## config.mk

```make
export PLATFORM = sky130hd
export DESIGN_NAME = dsi_core
export DESIGN_NICKNAME = d
export VERILOG_FILES = /design/src/core/dsi_pkg.sv /design/src/core/dsi_term_sel.sv /design/src/core/dsi_tick.sv /design/src/core/dsi_core.sv
export VERILOG_INCLUDE_DIRS = /design/src /design/src/core
export SDC_FILE = /design/constraint.sdc
export NUM_CORES = 1
export LEC_CHECK = 0
export ABC_AREA = 1
export BUFFER_PORTS_ARGS = -buffer_cell sky130_fd_sc_hd__buf_4
export CORE_AREA = 2 2 136 124
export CTS_BUF_LIST = sky130_fd_sc_hd__clkbuf_2
export DETAILED_ROUTE_END_ITERATION = 16
export DIE_AREA = 0 0 138 126
export HOLD_SLACK_MARGIN = 0.05
export PLACE_DENSITY = 0.89
export SLEW_MARGIN = 30
export SYNTH_ARGS = -nofsm -noshare
export SYNTH_HDL_FRONTEND = slang
export SYNTH_HIERARCHICAL = 1
export SYNTH_SLANG_ARGS = --single-unit
```

## constraint.sdc

```tcl
create_clock -name CLK -period 2.1 [get_ports CLK]
set_input_delay 0.315 -clock CLK [delete_from_list [all_inputs] [get_ports CLK]]
set_output_delay 0.315 -clock CLK [all_outputs]
set_load 0.01 [all_outputs]
```

## src/core/dsi_defs.svh

```systemverilog
/*
 * Constants of the drive status and interlock block: register offsets,
 * field positions, reset values, function-select codes and timing counts.
 * Assumes a 200 MHz system clock and a plain one-cycle register port.
 */
// Overview of operation
// A protective trip raises the fault status output.
// Negative logic on the fault output means active while healthy.
// The ready output rises once the drive is powered and operable.
// The running output holds through deceleration until output stops.
// Current detection is active while operating above the set level.
// The detection level resets to 150 percent and is writable.
// For interlock use the operator lowers the level to about 20 percent.
// Codes are fault 99, ready 11, running 0, current 12; plus 100 inverts.
// By default fault drives the relay terminal, running its own terminal.
// A new code on a terminal replaces its previous function.
// The interlock controller checks that ready appears after power-up.
// The controller checks running during start, allowing deceleration.
// The controller checks current detection, allowing deceleration.
// A backup checker compares start with measured speed or current.
// A backup checker flags commanded versus measured speed mismatch; the model has no speed input and only flags zero MOTOR_CURRENT_IN during start.
// The controller alarms on disagreement longer than the allowance.
`ifndef DSI_DEFS_SVH
`define DSI_DEFS_SVH

// Register offsets (byte addresses, 8-bit address port)
`define DSI_REG_CTRL 8'h00
`define DSI_REG_STATUS 8'h04
`define DSI_REG_LEVEL 8'h08
`define DSI_REG_SEL_RELAY 8'h0C
`define DSI_REG_SEL_RUN 8'h10
`define DSI_REG_SEL_OPEN 8'h14
`define DSI_REG_EVENT 8'h18
`define DSI_REG_MASK 8'h1C
`define DSI_REG_DECEL 8'h20

// Control register fields
`define DSI_CTRL_TRIP 0
`define DSI_CTRL_RESET_FAULT 1

// Event bit positions
`define DSI_EV_TRIP 0
`define DSI_EV_READY 1
`define DSI_EV_RUN_START 2
`define DSI_EV_RUN_STOP 3
`define DSI_EV_OVERCUR 4

// Output function-select codes
`define DSI_CODE_RUN 8'h00
`define DSI_CODE_READY 8'h0B
`define DSI_CODE_CURRENT 8'h0C
`define DSI_CODE_FAULT 8'h63
`define DSI_CODE_NEG 8'h64

// Reset values
`define DSI_LEVEL_RESET 16'h0096
`define DSI_SEL_RELAY_RESET 8'h63
`define DSI_SEL_RUN_RESET 8'h00
`define DSI_SEL_OPEN_RESET 8'h0C
`define DSI_DECEL_RESET 16'h0064

// Timing: power-up settling before ready, and decel tick period
`define DSI_CLK_MHZ 200
`define DSI_READY_US 10
`define DSI_READY_CYC (`DSI_READY_US * `DSI_CLK_MHZ)
`define DSI_TICK_NS 1000
`define DSI_TICK_CYC (`DSI_TICK_NS * `DSI_CLK_MHZ / 1000)

`endif

```

## src/core/dsi_pkg.sv

```systemverilog
/*
 * Types of the drive status and interlock block.
 * Assumes dsi_defs.svh is included by each user for the constants.
 */
package dsi_pkg;

    // Drive operating states
    typedef enum logic [1:0] {
        DSI_IDLE,
        DSI_RUN,
        DSI_DECEL,
        DSI_TRIPPED
    } dsi_state_t;

    // Internal status functions that a terminal may carry
    typedef struct packed {
        logic fault;
        logic ready;
        logic running;
        logic current;
    } dsi_func_t;

    // Register port request
    typedef struct packed {
        logic [7:0] addr;
        logic [31:0] wdata;
        logic wr;
        logic rd;
    } dsi_bus_req_t;

endpackage

```

## src/core/dsi_term_sel.sv

```systemverilog
/*
 * One output terminal: maps a function-select code onto one status
 * function with positive or negative logic.
 * Assumes codes come from a register; an unknown code drives inactive.
 */
`include "dsi_defs.svh"

module dsi_term_sel (
    // Clock and reset
    input wire logic CLK,
    input wire logic NRST,
    // Selection and functions
    input wire logic [7:0] SEL,
    input wire dsi_pkg::dsi_func_t FUNC,
    // Terminal level
    output logic TERM
);
    import dsi_pkg::*;

    logic [7:0] base;
    logic neg;
    logic next_term;

    // Split the code into function and polarity
    assign neg = (SEL >= `DSI_CODE_NEG);
    assign base = neg ? SEL - `DSI_CODE_NEG : SEL;

    // Code decode with inversion
    // Only the selected function reaches the pin
    always_comb begin
        next_term = 1'b0;
        if (base == `DSI_CODE_FAULT) begin
            next_term = FUNC.fault;
        end else if (base == `DSI_CODE_READY) begin
            next_term = FUNC.ready;
        end else if (base == `DSI_CODE_RUN) begin
            next_term = FUNC.running;
        end else if (base == `DSI_CODE_CURRENT) begin
            next_term = FUNC.current;
        end
        // Inversion for negative logic
        if (neg) begin
            next_term = ~next_term;
        end
    end

    // Registered so the pin never glitches on a code change
    always_ff @(posedge CLK or negedge NRST) begin
        if (!NRST) begin
            TERM <= 1'b0;
        end else begin
            TERM <= next_term;
        end
    end

endmodule

```

## src/core/dsi_tick.sv

```systemverilog
/*
 * Divider giving a one-cycle enable pulse every PERIOD clocks.
 * Assumes a single free-running clock.
 */
module dsi_tick #(
    parameter int PERIOD = 200
) (
    // Clock and reset
    input wire logic CLK,
    input wire logic NRST,
    // Enable pulse
    output logic TICK
);
    import dsi_pkg::*;

    // Elaboration check: the counter is 16 bits wide
    if (PERIOD < 2 || PERIOD > 65535) begin
        $error("dsi_tick: PERIOD out of range");
    end

    logic [15:0] count;

    // Count up and pulse on wrap
    always_ff @(posedge CLK or negedge NRST) begin
        if (!NRST) begin
            count <= 16'h0000;
            TICK <= 1'b0;
        end else if (count == 16'(PERIOD - 1)) begin
            count <= 16'h0000;
            TICK <= 1'b1;
        end else begin
            count <= count + 16'h0001;
            TICK <= 1'b0;
        end
    end

endmodule

```

## src/core/dsi_core.sv

```systemverilog
/*
 * Drive status and interlock output logic: fault, ready, running and
 * current-detect status, three output terminals with selectable function,
 * register port, sticky events with mask and one interrupt line.
 * Assumes start inputs and current measurement synchronous to CLK, and a
 * register master that never issues read and write together.
 */
`include "dsi_defs.svh"

module dsi_core #(
    parameter int READY_CYC = `DSI_READY_CYC,
    parameter int TICK_CYC = `DSI_TICK_CYC
) (
    // Clock and reset
    input wire logic CLK,
    input wire logic NRST,
    // Start commands and drive feedback
    input wire logic FORWARD_START_IN,
    input wire logic REVERSE_START_IN,
    input wire logic PROTECT_TRIP_IN,
    input wire logic [15:0] MOTOR_CURRENT_IN,
    // Register port
    input wire dsi_pkg::dsi_bus_req_t BUS_REQ,
    output logic [31:0] BUS_RDATA,
    // Output terminals
    output logic FAULT_RELAY_TERMINAL,
    output logic RUNNING_TERMINAL,
    output logic OPEN_COLLECTOR_TERMINAL,
    // Raw status and interrupt
    output logic FAULT_OUT,
    output logic DRIVE_READY_OUT,
    output logic RUNNING_OUT,
    output logic CURRENT_DETECT_OUT,
    output logic IRQ
);
    import dsi_pkg::*;

    // Elaboration check: the ready counter is 20 bits wide
    if (READY_CYC < 1 || READY_CYC > 1048575) begin
        $error("dsi_core: READY_CYC out of range");
    end

    dsi_state_t state;
    dsi_state_t next_state;
    dsi_func_t func;
    logic start;
    logic tick;
    logic ready;
    logic [19:0] ready_count;
    logic [15:0] current_detect_level;
    logic [15:0] decel_time;
    logic [15:0] decel_count;
    logic [7:0] sel_relay;
    logic [7:0] sel_run;
    logic [7:0] sel_open;
    logic [4:0] event_status;
    logic [4:0] event_mask;
    logic [4:0] event_set;
    logic sw_trip;
    logic fault_clear;
    logic overcur;
    logic overcur_d;
    logic running_d;
    logic ready_d;
    logic operating;
    logic wr_ctrl;

    assign start = FORWARD_START_IN | REVERSE_START_IN;
    assign wr_ctrl = BUS_REQ.wr && (BUS_REQ.addr == `DSI_REG_CTRL);
    assign fault_clear = wr_ctrl && BUS_REQ.wdata[`DSI_CTRL_RESET_FAULT];

    // Slow tick paces the deceleration countdown
    dsi_tick #(
        .PERIOD(TICK_CYC)
    ) u_tick (
        .CLK(CLK),
        .NRST(NRST),
        .TICK(tick)
    );

    // Ready after power-up settling time
    always_ff @(posedge CLK or negedge NRST) begin
        if (!NRST) begin
            ready_count <= 20'h00000;
            ready <= 1'b0;
        end else if (ready_count == 20'(READY_CYC - 1)) begin
            ready <= 1'b1;
        end else begin
            ready_count <= ready_count + 20'h00001;
        end
    end

    // Drive state machine
    always_comb begin
        next_state = state;
        case (state)
            DSI_IDLE: begin
                if (start && ready) begin
                    next_state = DSI_RUN;
                end
            end
            DSI_RUN: begin
                if (!start) begin
                    next_state = DSI_DECEL;
                end
            end
            DSI_DECEL: begin
                if (start) begin
                    next_state = DSI_RUN;
                end else if (decel_count == 16'h0000) begin
                    next_state = DSI_IDLE;
                end
            end
            DSI_TRIPPED: begin
                if (fault_clear) begin
                    next_state = DSI_IDLE;
                end
            end
            default: begin
                next_state = DSI_IDLE;
            end
        endcase
        // Trip overrides any running state
        if (PROTECT_TRIP_IN || sw_trip) begin
            next_state = DSI_TRIPPED;
        end
    end

    // State register
    always_ff @(posedge CLK or negedge NRST) begin
        if (!NRST) begin
            state <= DSI_IDLE;
        end else begin
            state <= next_state;
        end
    end

    // Deceleration countdown keeps running active until stop
    always_ff @(posedge CLK or negedge NRST) begin
        if (!NRST) begin
            decel_count <= 16'h0000;
        end else if (state == DSI_RUN) begin
            decel_count <= decel_time;
        end else if (state == DSI_DECEL && tick &&
                     decel_count != 16'h0000) begin
            decel_count <= decel_count - 16'h0001;
        end
    end

    // Current detection only while output is live
    assign operating = (state == DSI_RUN) || (state == DSI_DECEL);
    assign overcur = operating && (MOTOR_CURRENT_IN > current_detect_level);

    // Functions offered to the terminals
    always_comb begin
        func.fault = (state == DSI_TRIPPED);
        func.ready = ready && (state != DSI_TRIPPED);
        func.running = operating;
        func.current = overcur;
    end

    // Raw status outputs, registered
    always_ff @(posedge CLK or negedge NRST) begin
        if (!NRST) begin
            FAULT_OUT <= 1'b0;
            DRIVE_READY_OUT <= 1'b0;
            RUNNING_OUT <= 1'b0;
            CURRENT_DETECT_OUT <= 1'b0;
        end else begin
            FAULT_OUT <= func.fault;
            DRIVE_READY_OUT <= func.ready;
            RUNNING_OUT <= func.running;
            CURRENT_DETECT_OUT <= func.current;
        end
    end

    // Relay terminal, fault by default
    dsi_term_sel u_relay (
        .CLK(CLK),
        .NRST(NRST),
        .SEL(sel_relay),
        .FUNC(func),
        .TERM(FAULT_RELAY_TERMINAL)
    );

    // Running terminal, running by default
    dsi_term_sel u_run (
        .CLK(CLK),
        .NRST(NRST),
        .SEL(sel_run),
        .FUNC(func),
        .TERM(RUNNING_TERMINAL)
    );

    // Open-collector terminal, current detect by default
    dsi_term_sel u_open (
        .CLK(CLK),
        .NRST(NRST),
        .SEL(sel_open),
        .FUNC(func),
        .TERM(OPEN_COLLECTOR_TERMINAL)
    );

    // Software trip is a one-cycle request
    always_ff @(posedge CLK or negedge NRST) begin
        if (!NRST) begin
            sw_trip <= 1'b0;
        end else begin
            sw_trip <= wr_ctrl && BUS_REQ.wdata[`DSI_CTRL_TRIP];
        end
    end

    // Detection level and setting registers
    // Writing a code replaces the terminal function
    always_ff @(posedge CLK or negedge NRST) begin
        if (!NRST) begin
            current_detect_level <= `DSI_LEVEL_RESET;
            sel_relay <= `DSI_SEL_RELAY_RESET;
            sel_run <= `DSI_SEL_RUN_RESET;
            sel_open <= `DSI_SEL_OPEN_RESET;
            decel_time <= `DSI_DECEL_RESET;
            event_mask <= 5'h00;
        end else if (BUS_REQ.wr) begin
            if (BUS_REQ.addr == `DSI_REG_LEVEL) begin
                current_detect_level <= BUS_REQ.wdata[15:0];
            end else if (BUS_REQ.addr == `DSI_REG_SEL_RELAY) begin
                sel_relay <= BUS_REQ.wdata[7:0];
            end else if (BUS_REQ.addr == `DSI_REG_SEL_RUN) begin
                sel_run <= BUS_REQ.wdata[7:0];
            end else if (BUS_REQ.addr == `DSI_REG_SEL_OPEN) begin
                sel_open <= BUS_REQ.wdata[7:0];
            end else if (BUS_REQ.addr == `DSI_REG_DECEL) begin
                decel_time <= BUS_REQ.wdata[15:0];
            end else if (BUS_REQ.addr == `DSI_REG_MASK) begin
                event_mask <= BUS_REQ.wdata[4:0];
            end
        end
    end

    // Edge history for events
    always_ff @(posedge CLK or negedge NRST) begin
        if (!NRST) begin
            overcur_d <= 1'b0;
            running_d <= 1'b0;
            ready_d <= 1'b0;
        end else begin
            overcur_d <= overcur;
            running_d <= func.running;
            ready_d <= func.ready;
        end
    end

    always_comb begin
        event_set = 5'h00;
        event_set[`DSI_EV_TRIP] = (next_state == DSI_TRIPPED) &&
                                  (state != DSI_TRIPPED);
        event_set[`DSI_EV_READY] = func.ready && !ready_d;
        event_set[`DSI_EV_RUN_START] = func.running && !running_d;
        event_set[`DSI_EV_RUN_STOP] = !func.running && running_d;
        event_set[`DSI_EV_OVERCUR] = overcur && !overcur_d;
    end

    // Sticky events, write one to clear; a new event wins over the clear
    always_ff @(posedge CLK or negedge NRST) begin
        if (!NRST) begin
            event_status <= 5'h00;
        end else if (BUS_REQ.wr && BUS_REQ.addr == `DSI_REG_EVENT) begin
            event_status <= (event_status & ~BUS_REQ.wdata[4:0]) | event_set;
        end else begin
            event_status <= event_status | event_set;
        end
    end

    // Level interrupt, held while any unmasked event is set
    assign IRQ = |(event_status & event_mask);

    // Read port, data valid the cycle after the strobe
    always_ff @(posedge CLK or negedge NRST) begin
        if (!NRST) begin
            BUS_RDATA <= 32'h00000000;
        end else if (BUS_REQ.rd) begin
            if (BUS_REQ.addr == `DSI_REG_CTRL) begin
                BUS_RDATA <= 32'h00000000;
            end else if (BUS_REQ.addr == `DSI_REG_STATUS) begin
                BUS_RDATA <= {26'h0, state,
                              func.fault, func.ready,
                              func.running, func.current};
            end else if (BUS_REQ.addr == `DSI_REG_LEVEL) begin
                BUS_RDATA <= {16'h0000, current_detect_level};
            end else if (BUS_REQ.addr == `DSI_REG_SEL_RELAY) begin
                BUS_RDATA <= {24'h000000, sel_relay};
            end else if (BUS_REQ.addr == `DSI_REG_SEL_RUN) begin
                BUS_RDATA <= {24'h000000, sel_run};
            end else if (BUS_REQ.addr == `DSI_REG_SEL_OPEN) begin
                BUS_RDATA <= {24'h000000, sel_open};
            end else if (BUS_REQ.addr == `DSI_REG_EVENT) begin
                BUS_RDATA <= {27'h0, event_status};
            end else if (BUS_REQ.addr == `DSI_REG_MASK) begin
                BUS_RDATA <= {27'h0, event_mask};
            end else if (BUS_REQ.addr == `DSI_REG_DECEL) begin
                BUS_RDATA <= {16'h0000, decel_time};
            end else begin
                BUS_RDATA <= 32'h00000000;
            end
        end else begin
            BUS_RDATA <= 32'h00000000;
        end
    end

endmodule

```

## Word-level counts from Yosys, hierarchy flattened

Index checks and enable logic that the tools add are counted.

| storage, ports and cells | value |
|---|---|
| flip-flop bits (word level) | 162 |
| output and inout port bits | 40 |

| cells by class | value |
|---|---|
| add/subtract/negate cells | 6 |
| $lt $le $gt $ge | 4 |
| equal/unequal tests | 24 |
| muxes and demuxes | 40 |
| bitwise gates (word level) | 14 |
| reduce and logical (&&, ||, !) cells | 35 |

Operators with widths:

| cell | number |
|---|---|
| 2-to-1 mux 16 bit | 12 |
| == test 8 x 4 -> 1 bit, second input constant | 8 |
| == test 8 x 5 -> 1 bit, second input constant | 4 |
| logical NOT 8 bit | 4 |
| 2-to-1 mux 32 bit | 1 |
| == test 8 x 7 -> 1 bit, second input constant | 3 |
| greater-or-equal comparator 8 x 7 -> 1 bit, second input constant | 3 |
| 2-to-1 mux 8 bit | 3 |
| subtractor 8 x 7 -> 8 bit, second input constant | 3 |
| adder 20 x 1 -> 20 bit, second input constant | 1 |
| == test 20 x 11 -> 1 bit, second input constant | 1 |
| adder 16 x 1 -> 16 bit, second input constant | 1 |
| == test 16 x 8 -> 1 bit, second input constant | 1 |
| > comparator 16 bit | 1 |
| logical NOT 16 bit | 1 |
| 2-to-1 mux 1 bit | 16 |
| nonzero test 16 bit | 1 |
| subtractor 16 x 1 -> 16 bit, second input constant | 1 |
| logical AND 1 bit | 14 |
| 2-to-1 mux 2 bit | 6 |
| AND 5 bit | 2 |
| OR 5 bit | 2 |
| == test 8 x 3 -> 1 bit, second input constant | 1 |
| == test 8 x 6 -> 1 bit, second input constant | 1 |
| other kinds (19) | 32 |

## Longest topological paths before layout

| depth | value |
|---|---|
| depth after elaboration | 11 |
| depth in mapped cells | 19 |

## Cells and area by module

The synthesis kept the hierarchy.

Modules (own cells, without submodules):

| module | times used | cells each | area an instance (um^2) | seq. area each (um^2) |
|---|---|---|---|---|
| dsi_core | 1 | 767 | 6615.1 | 3169.3 |
| dsi_tick | 1 | 124 | 924.6 | 425.4 |
| dsi_term_sel (u_open ...) | 2 | 58 | 375.4 | 25.0 |
| dsi_term_sel (u_run) | 1 | 58 | 336.6 | 25.0 |

## Least setup slack after synthesis

Ideal clock, no wire load.

| timing path | value |
|---|---|
| kind | register to register |
| start point | register current_detect_level[7] |
| end point | register u_run.TERM |
| library setup time | 0.116 ns |
| data arrival time | 1.932 ns |
| required time | 1.984 ns |
| setup slack | 0.052 ns |
| cell stages (with the launch flop) | 20 |
| cell sequence | dfstp_2 > inv_1 > ha_1 > nand2_1 > nor2_1 > inv_1 > o21ai_0 > nand2_1 > nand2_1 > nand2_1 > inv_1 > nand3_1 > nand2_1 > nand2_1 > nand2_1 > nand2_1 > nand2_1 > nand2_1 > nand2_1 > nand2_1 |

RTL lines:

| item | RTL line | text |
|---|---|---|
| start: declaration | dsi_core.sv:50 | `logic [15:0] current_detect_level;` |
| start signal: assignment | dsi_core.sv:217 | `` current_detect_level <= `DSI_LEVEL_RESET; `` |
| start signal: assignment | dsi_core.sv:225 | `current_detect_level <= BUS_REQ.wdata[15:0];` |
| end signal: assignment | dsi_term_sel.sv:52 | `TERM <= next_term;` |
| end: declaration | dsi_term_sel.sv:16 | `output logic TERM` |

==> results.json <==
{
  "syn2layout_area_growth_pct": 18.0,
  "stdcell_count": 1429,
  "cp_top_family": "simple AND/OR/NAND/NOR gates",
  "vdd_drop_max_v": 0.000414,
  "ys.flop_type": "dfrtp_1",
  "cts_tree": "done",
  "grt_pass1_wl_um": 37000,
  "grt_antenna_before_repair": 0,
  "drive_gt1_share_pct": 22.7,
  "clock_latency_ns": 0.77,
  "initial_core_util_pct": 54.0,
  "routabilityCongestion": 0.956,
  "dp_cells": 1359,
  "num_vias": 7851,
  "cts_sinks": 146,
  "cp_cell_sequence": "inv_2 -> ha_4 -> inv_2 -> o21bai_1 -> a21oi_1 -> o21ai_1 -> nand2_1 -> nand2_1 -> nand2_2 -> inv_4 -> nand3_1 -> nand2_1 -> nand2_1 -> nand2_1 -> nand2_1 -> nand2_1 -> nand2_1 -> nand2_1 -> nand2_1",
  "synth_area_um2": 8630,
  "wl_um": 23000,
  "wl_per_cell_um": 16.1,
  "grt_overflow": 0,
  "final-setup-viol-count": 3,
  "sw_frac_of_total_pct": 36.9,
  "die-area_um2": 17400,
  "clock_path_buffers": 2,
  "status": "finished, violations left",
  "die_width_um": 138,
  "synth.area.top_cells": "dfrtp_1 (39%), nand2_1 (12%), inv_1 (4.9%)",
  "internal_power_mw": 4.30,
  "cp_max_fo": 4,
  "drt_pass1_iterations": 5,
  "path_common_cell": "nand2_1",
  "endpoint": "u_run/TERM$_DFF_PN0_",
  "hold_path_class": "in -> reg",
  "first_iter_violations": 862,
  "drv_slew": 0,
  "clkTransAtPathRegs_ns": 0.21,
  "clock_skew_ns": 0.0354,
  "synth_cell_type_count": 53,
  "worst-endpoint-arrival_ns": 2.91,
  "cts_root_buf": "clkbuf_2",
  "fp.coreArea_um2": 16000,
  "r2r_cells": 19,
  "period_share_pct": 106,
  "p_leak_nw": 4.97,
  "crit_type": "reg -> reg",
  "nFillCells": 1273,
  "cp-end-kind": "flip-flop",
  "worst_pin_slew_ns": 0.549,
  "nets": 1301,
  "slowest_stage": "dfstp_2",
  "multi_input_area_um2": 4360,
  "cts_made_buffers": 17,
  "rrSetupSlack_ns": -0.13,
  "finish.utilization_pct": 63.8,
  "relSlewSlack_pct": 63.1,
  "ioPinCount": 103,
  "fin_hold_ws_ns": 0.105,
  "grt_pass1_vias": 7396,
  "synth_seq_cells": 146,
  "seq_area_um2": 3670,
  "violations": "setup timing",
  "syn_avg_cell_area_um2": 8.10,
  "ant_nets": 0,
  "max_stage_delay_ns": 0.59,
  "drv_cap": 0,
  "die_h_um": 126,
  "seq_power_share_pct": 47.4,
  "gr-usage-all-layers_pct": 26.6,
  "synth-edff-count": 0,
  "crit_path_start_kind": "flip-flop",
  "fin_crit_ns": 2.23,
  "startpoint": "current_detect_level[1]$_DFFE_PN1P_",
  "rows": 44,
  "synth_cells": 1065,
  "timing.setup.tns_ns": -0.336,
  "worst_ep_required_time_ns": 2.78,
  "pwr-share-clk_pct": 22.3,
  "synth-async-reset-ratio_pct": 100,
  "finalHoldViolCount": 0,
  "yosysSeqAreaShare_pct": 42.5,
  "pre_cts_ws_ns": -0.221,
  "diodes": 0,
  "grt_max_degree": 46,
  "drc_errors": 0,
  "r2r_end": "u_run/TERM$_DFF_PN0_",
  "rsz0062_at_grt": "yes",
  "power.switching_mw": 2.52,
  "synth.largest_area_cell": "dfrtp_1",
  "dp_hpwl_um": 16200,
  "critPathBufInv": 3,
  "synth_warnings": 6,
  "cp_num_cells": 19,
  "viasPerCell": 5.49,
  "cts_max_level": 4,
  "power_density_nw_per_um2": 670,
  "setup_slack_ns": -0.133,
  "combinationalPowerShare_pct": 30.3,
  "maxClockFrequency_ghz": 0.448,
  "numPortBuffers": 70,
  "synth_top_area_share_pct": 38.6,
  "r2r_start": "current_detect_level[1]$_DFFE_PN1P_"
}
==> cell usage after synthesis, types with 3 or more instances <==
cell / count
a21oi_1: 41
buf_2: 6
buf_4: 16
buf_6: 4
clkbuf_1: 5
dfrtp_1: 133
dfstp_2: 13
ha_1: 29
inv_1: 112
inv_2: 11
inv_4: 3
nand2_1: 266
nand2_2: 26
nand2_4: 10
nand3_1: 62
nand3_2: 3
nand3b_1: 5
nand4_1: 24
nor2_1: 83
nor2_2: 8
nor2_4: 14
nor3_1: 6
nor4_1: 9
o211ai_1: 8
o21ai_0: 66
o21ai_2: 16
o21bai_1: 5
o221ai_1: 3
o22ai_1: 12
xnor2_1: 11
xor2_1: 28
==> stage by stage <==
step | cell area (µm²) | power (mW)
final | 10200 | 6.82
after CTS | 10100 | 6.72
after detailed placement | 9520 | 5.13
after global routing | 10200 | 7.20
after global placement | 9520 | 5.07
after floorplan | 8680 | 4.43
==> worst min path at each step <==
stage,to,slack (ns),depth (start not counted),from
floorplan,BUS_RDATA[0]$_DFF_PN0_,0.02,0,NRST
global placement,decel_count[10]$_DFFE_PN0P_,0.26,1,NRST
detailed placement,decel_count[8]$_DFFE_PN0P_,0.26,1,NRST
CTS,BUS_RDATA[12]$_DFF_PN0_,0.05,3,NRST
global route,BUS_RDATA[6]$_DFF_PN0_,0.09,6,BUS_REQ[35]
finish,state[0]$_DFF_PN0_,0.10,7,REVERSE_START_IN
==> power groups by stage <==
stage,clock network (mW),logic [mW],registers (mW)
finish,1.52,2.07,3.24
global route,1.66,2.28,3.26
CTS,1.52,1.97,3.23
detailed placement,0,1.86,3.28
global placement,0,1.80,3.27
floorplan,0,1.16,3.27
==> routing by layer <==
metal / GRT usage (%) / part of all wire [%] / vias up
met2: 42.0 / 47 / 421
met3: 7.34 / 10 / 61
li1: - / - / 3726
met5: 0 / 0 / -
met1: 36.7 / 41 / 3643
met4: 6.30 / 2.0 / 0
==> layout make-up <==
| cell class | count | area share, % |
|---|---|---|
| Clock inverter | 13 | 1.13 |
| Sequential cell | 146 | 36.0 |
| Tap cell | 207 | 2.54 |
| Timing Repair Buffer | 142 | 11.6 |
| Inverter | 129 | 4.90 |
| Clock buffer | 19 | 0.934 |
| Multi-Input combinational cell | 773 | 42.8 |
==> cells in the final DEF (no fill, tap or decap), drive strengths merged <==
master       Yosys  layout
dlygate4sd3      0      29
clkbuf           5      19
nand2          304     304
conb             1      16
o22a             1       1
clkinv           3      12
o21ai           83      83
dfrtp          133     133
o21a             1       1
o31ai            1       1
nand4           25      25
nor2           106     106
a21oi           41      41
xnor2           11      11
xor2            28      28
buf             27     113
bufinv           0       1
o221ai           3       3
or2              3       3
a41oi            1       1
clkinvlp         0       3
inv            126     126
nand3b           5       5
ha              29      29
nor4             9       9
nor3b            1       1
dfstp           13      13
a221oi           1       1
nand3           67      67
a21o             1       1
o22ai           12      12
o21bai           5       5
nor3             9       9
o211ai           8       8
and2             1       1
a31oi            1       1
==> registers in the layout (all words and copies together) (netlist names) <==
register              cells
event_mask                5
ready_count              20
decel_count              16
current_detect_level     16
u_run/TERM                1
overcur_d                 1
state                     2
ready                     1
ready_d                   1
sw_trip                   1
u_tick/count             16
BUS_RDATA                16
FAULT_OUT                 1
sel_relay                 8
u_tick/TICK               1
u_open/TERM               1
decel_time               16
u_relay/TERM              1
sel_run                   8
sel_open                  8
running_d                 1
event_status              5
==> tightest hold or removal path, delay by kind of cell <==
family / cells / cell delay (ns)
simple gates: 6 / 0.45
buf+inv: 1 / 0.08
==> what timing repair did <==
item	CTS	global route
endpoints found under the hold margin	208	20
pin swaps	11	12
setup endpoints to repair	4	14
buffers inserted	6	2
hold buffers	28	2
resized for setup	10	12
==> kinds of logic after synthesis <==
family | count (synthesis) | share of synthesized area, %
AO/OA/AOI/OAI | 159 | 10.8
XOR/XNOR | 39 | 3.96
adder cells (fa/ha/maj) | 29 | 4.21
buffers and inverters | 161 | 8.47
flip-flops | 146 | 42.5
other | 1 | 0.0435
AND/OR/NAND/NOR | 530 | 29.9
Power figures use the tool's default switching activity.
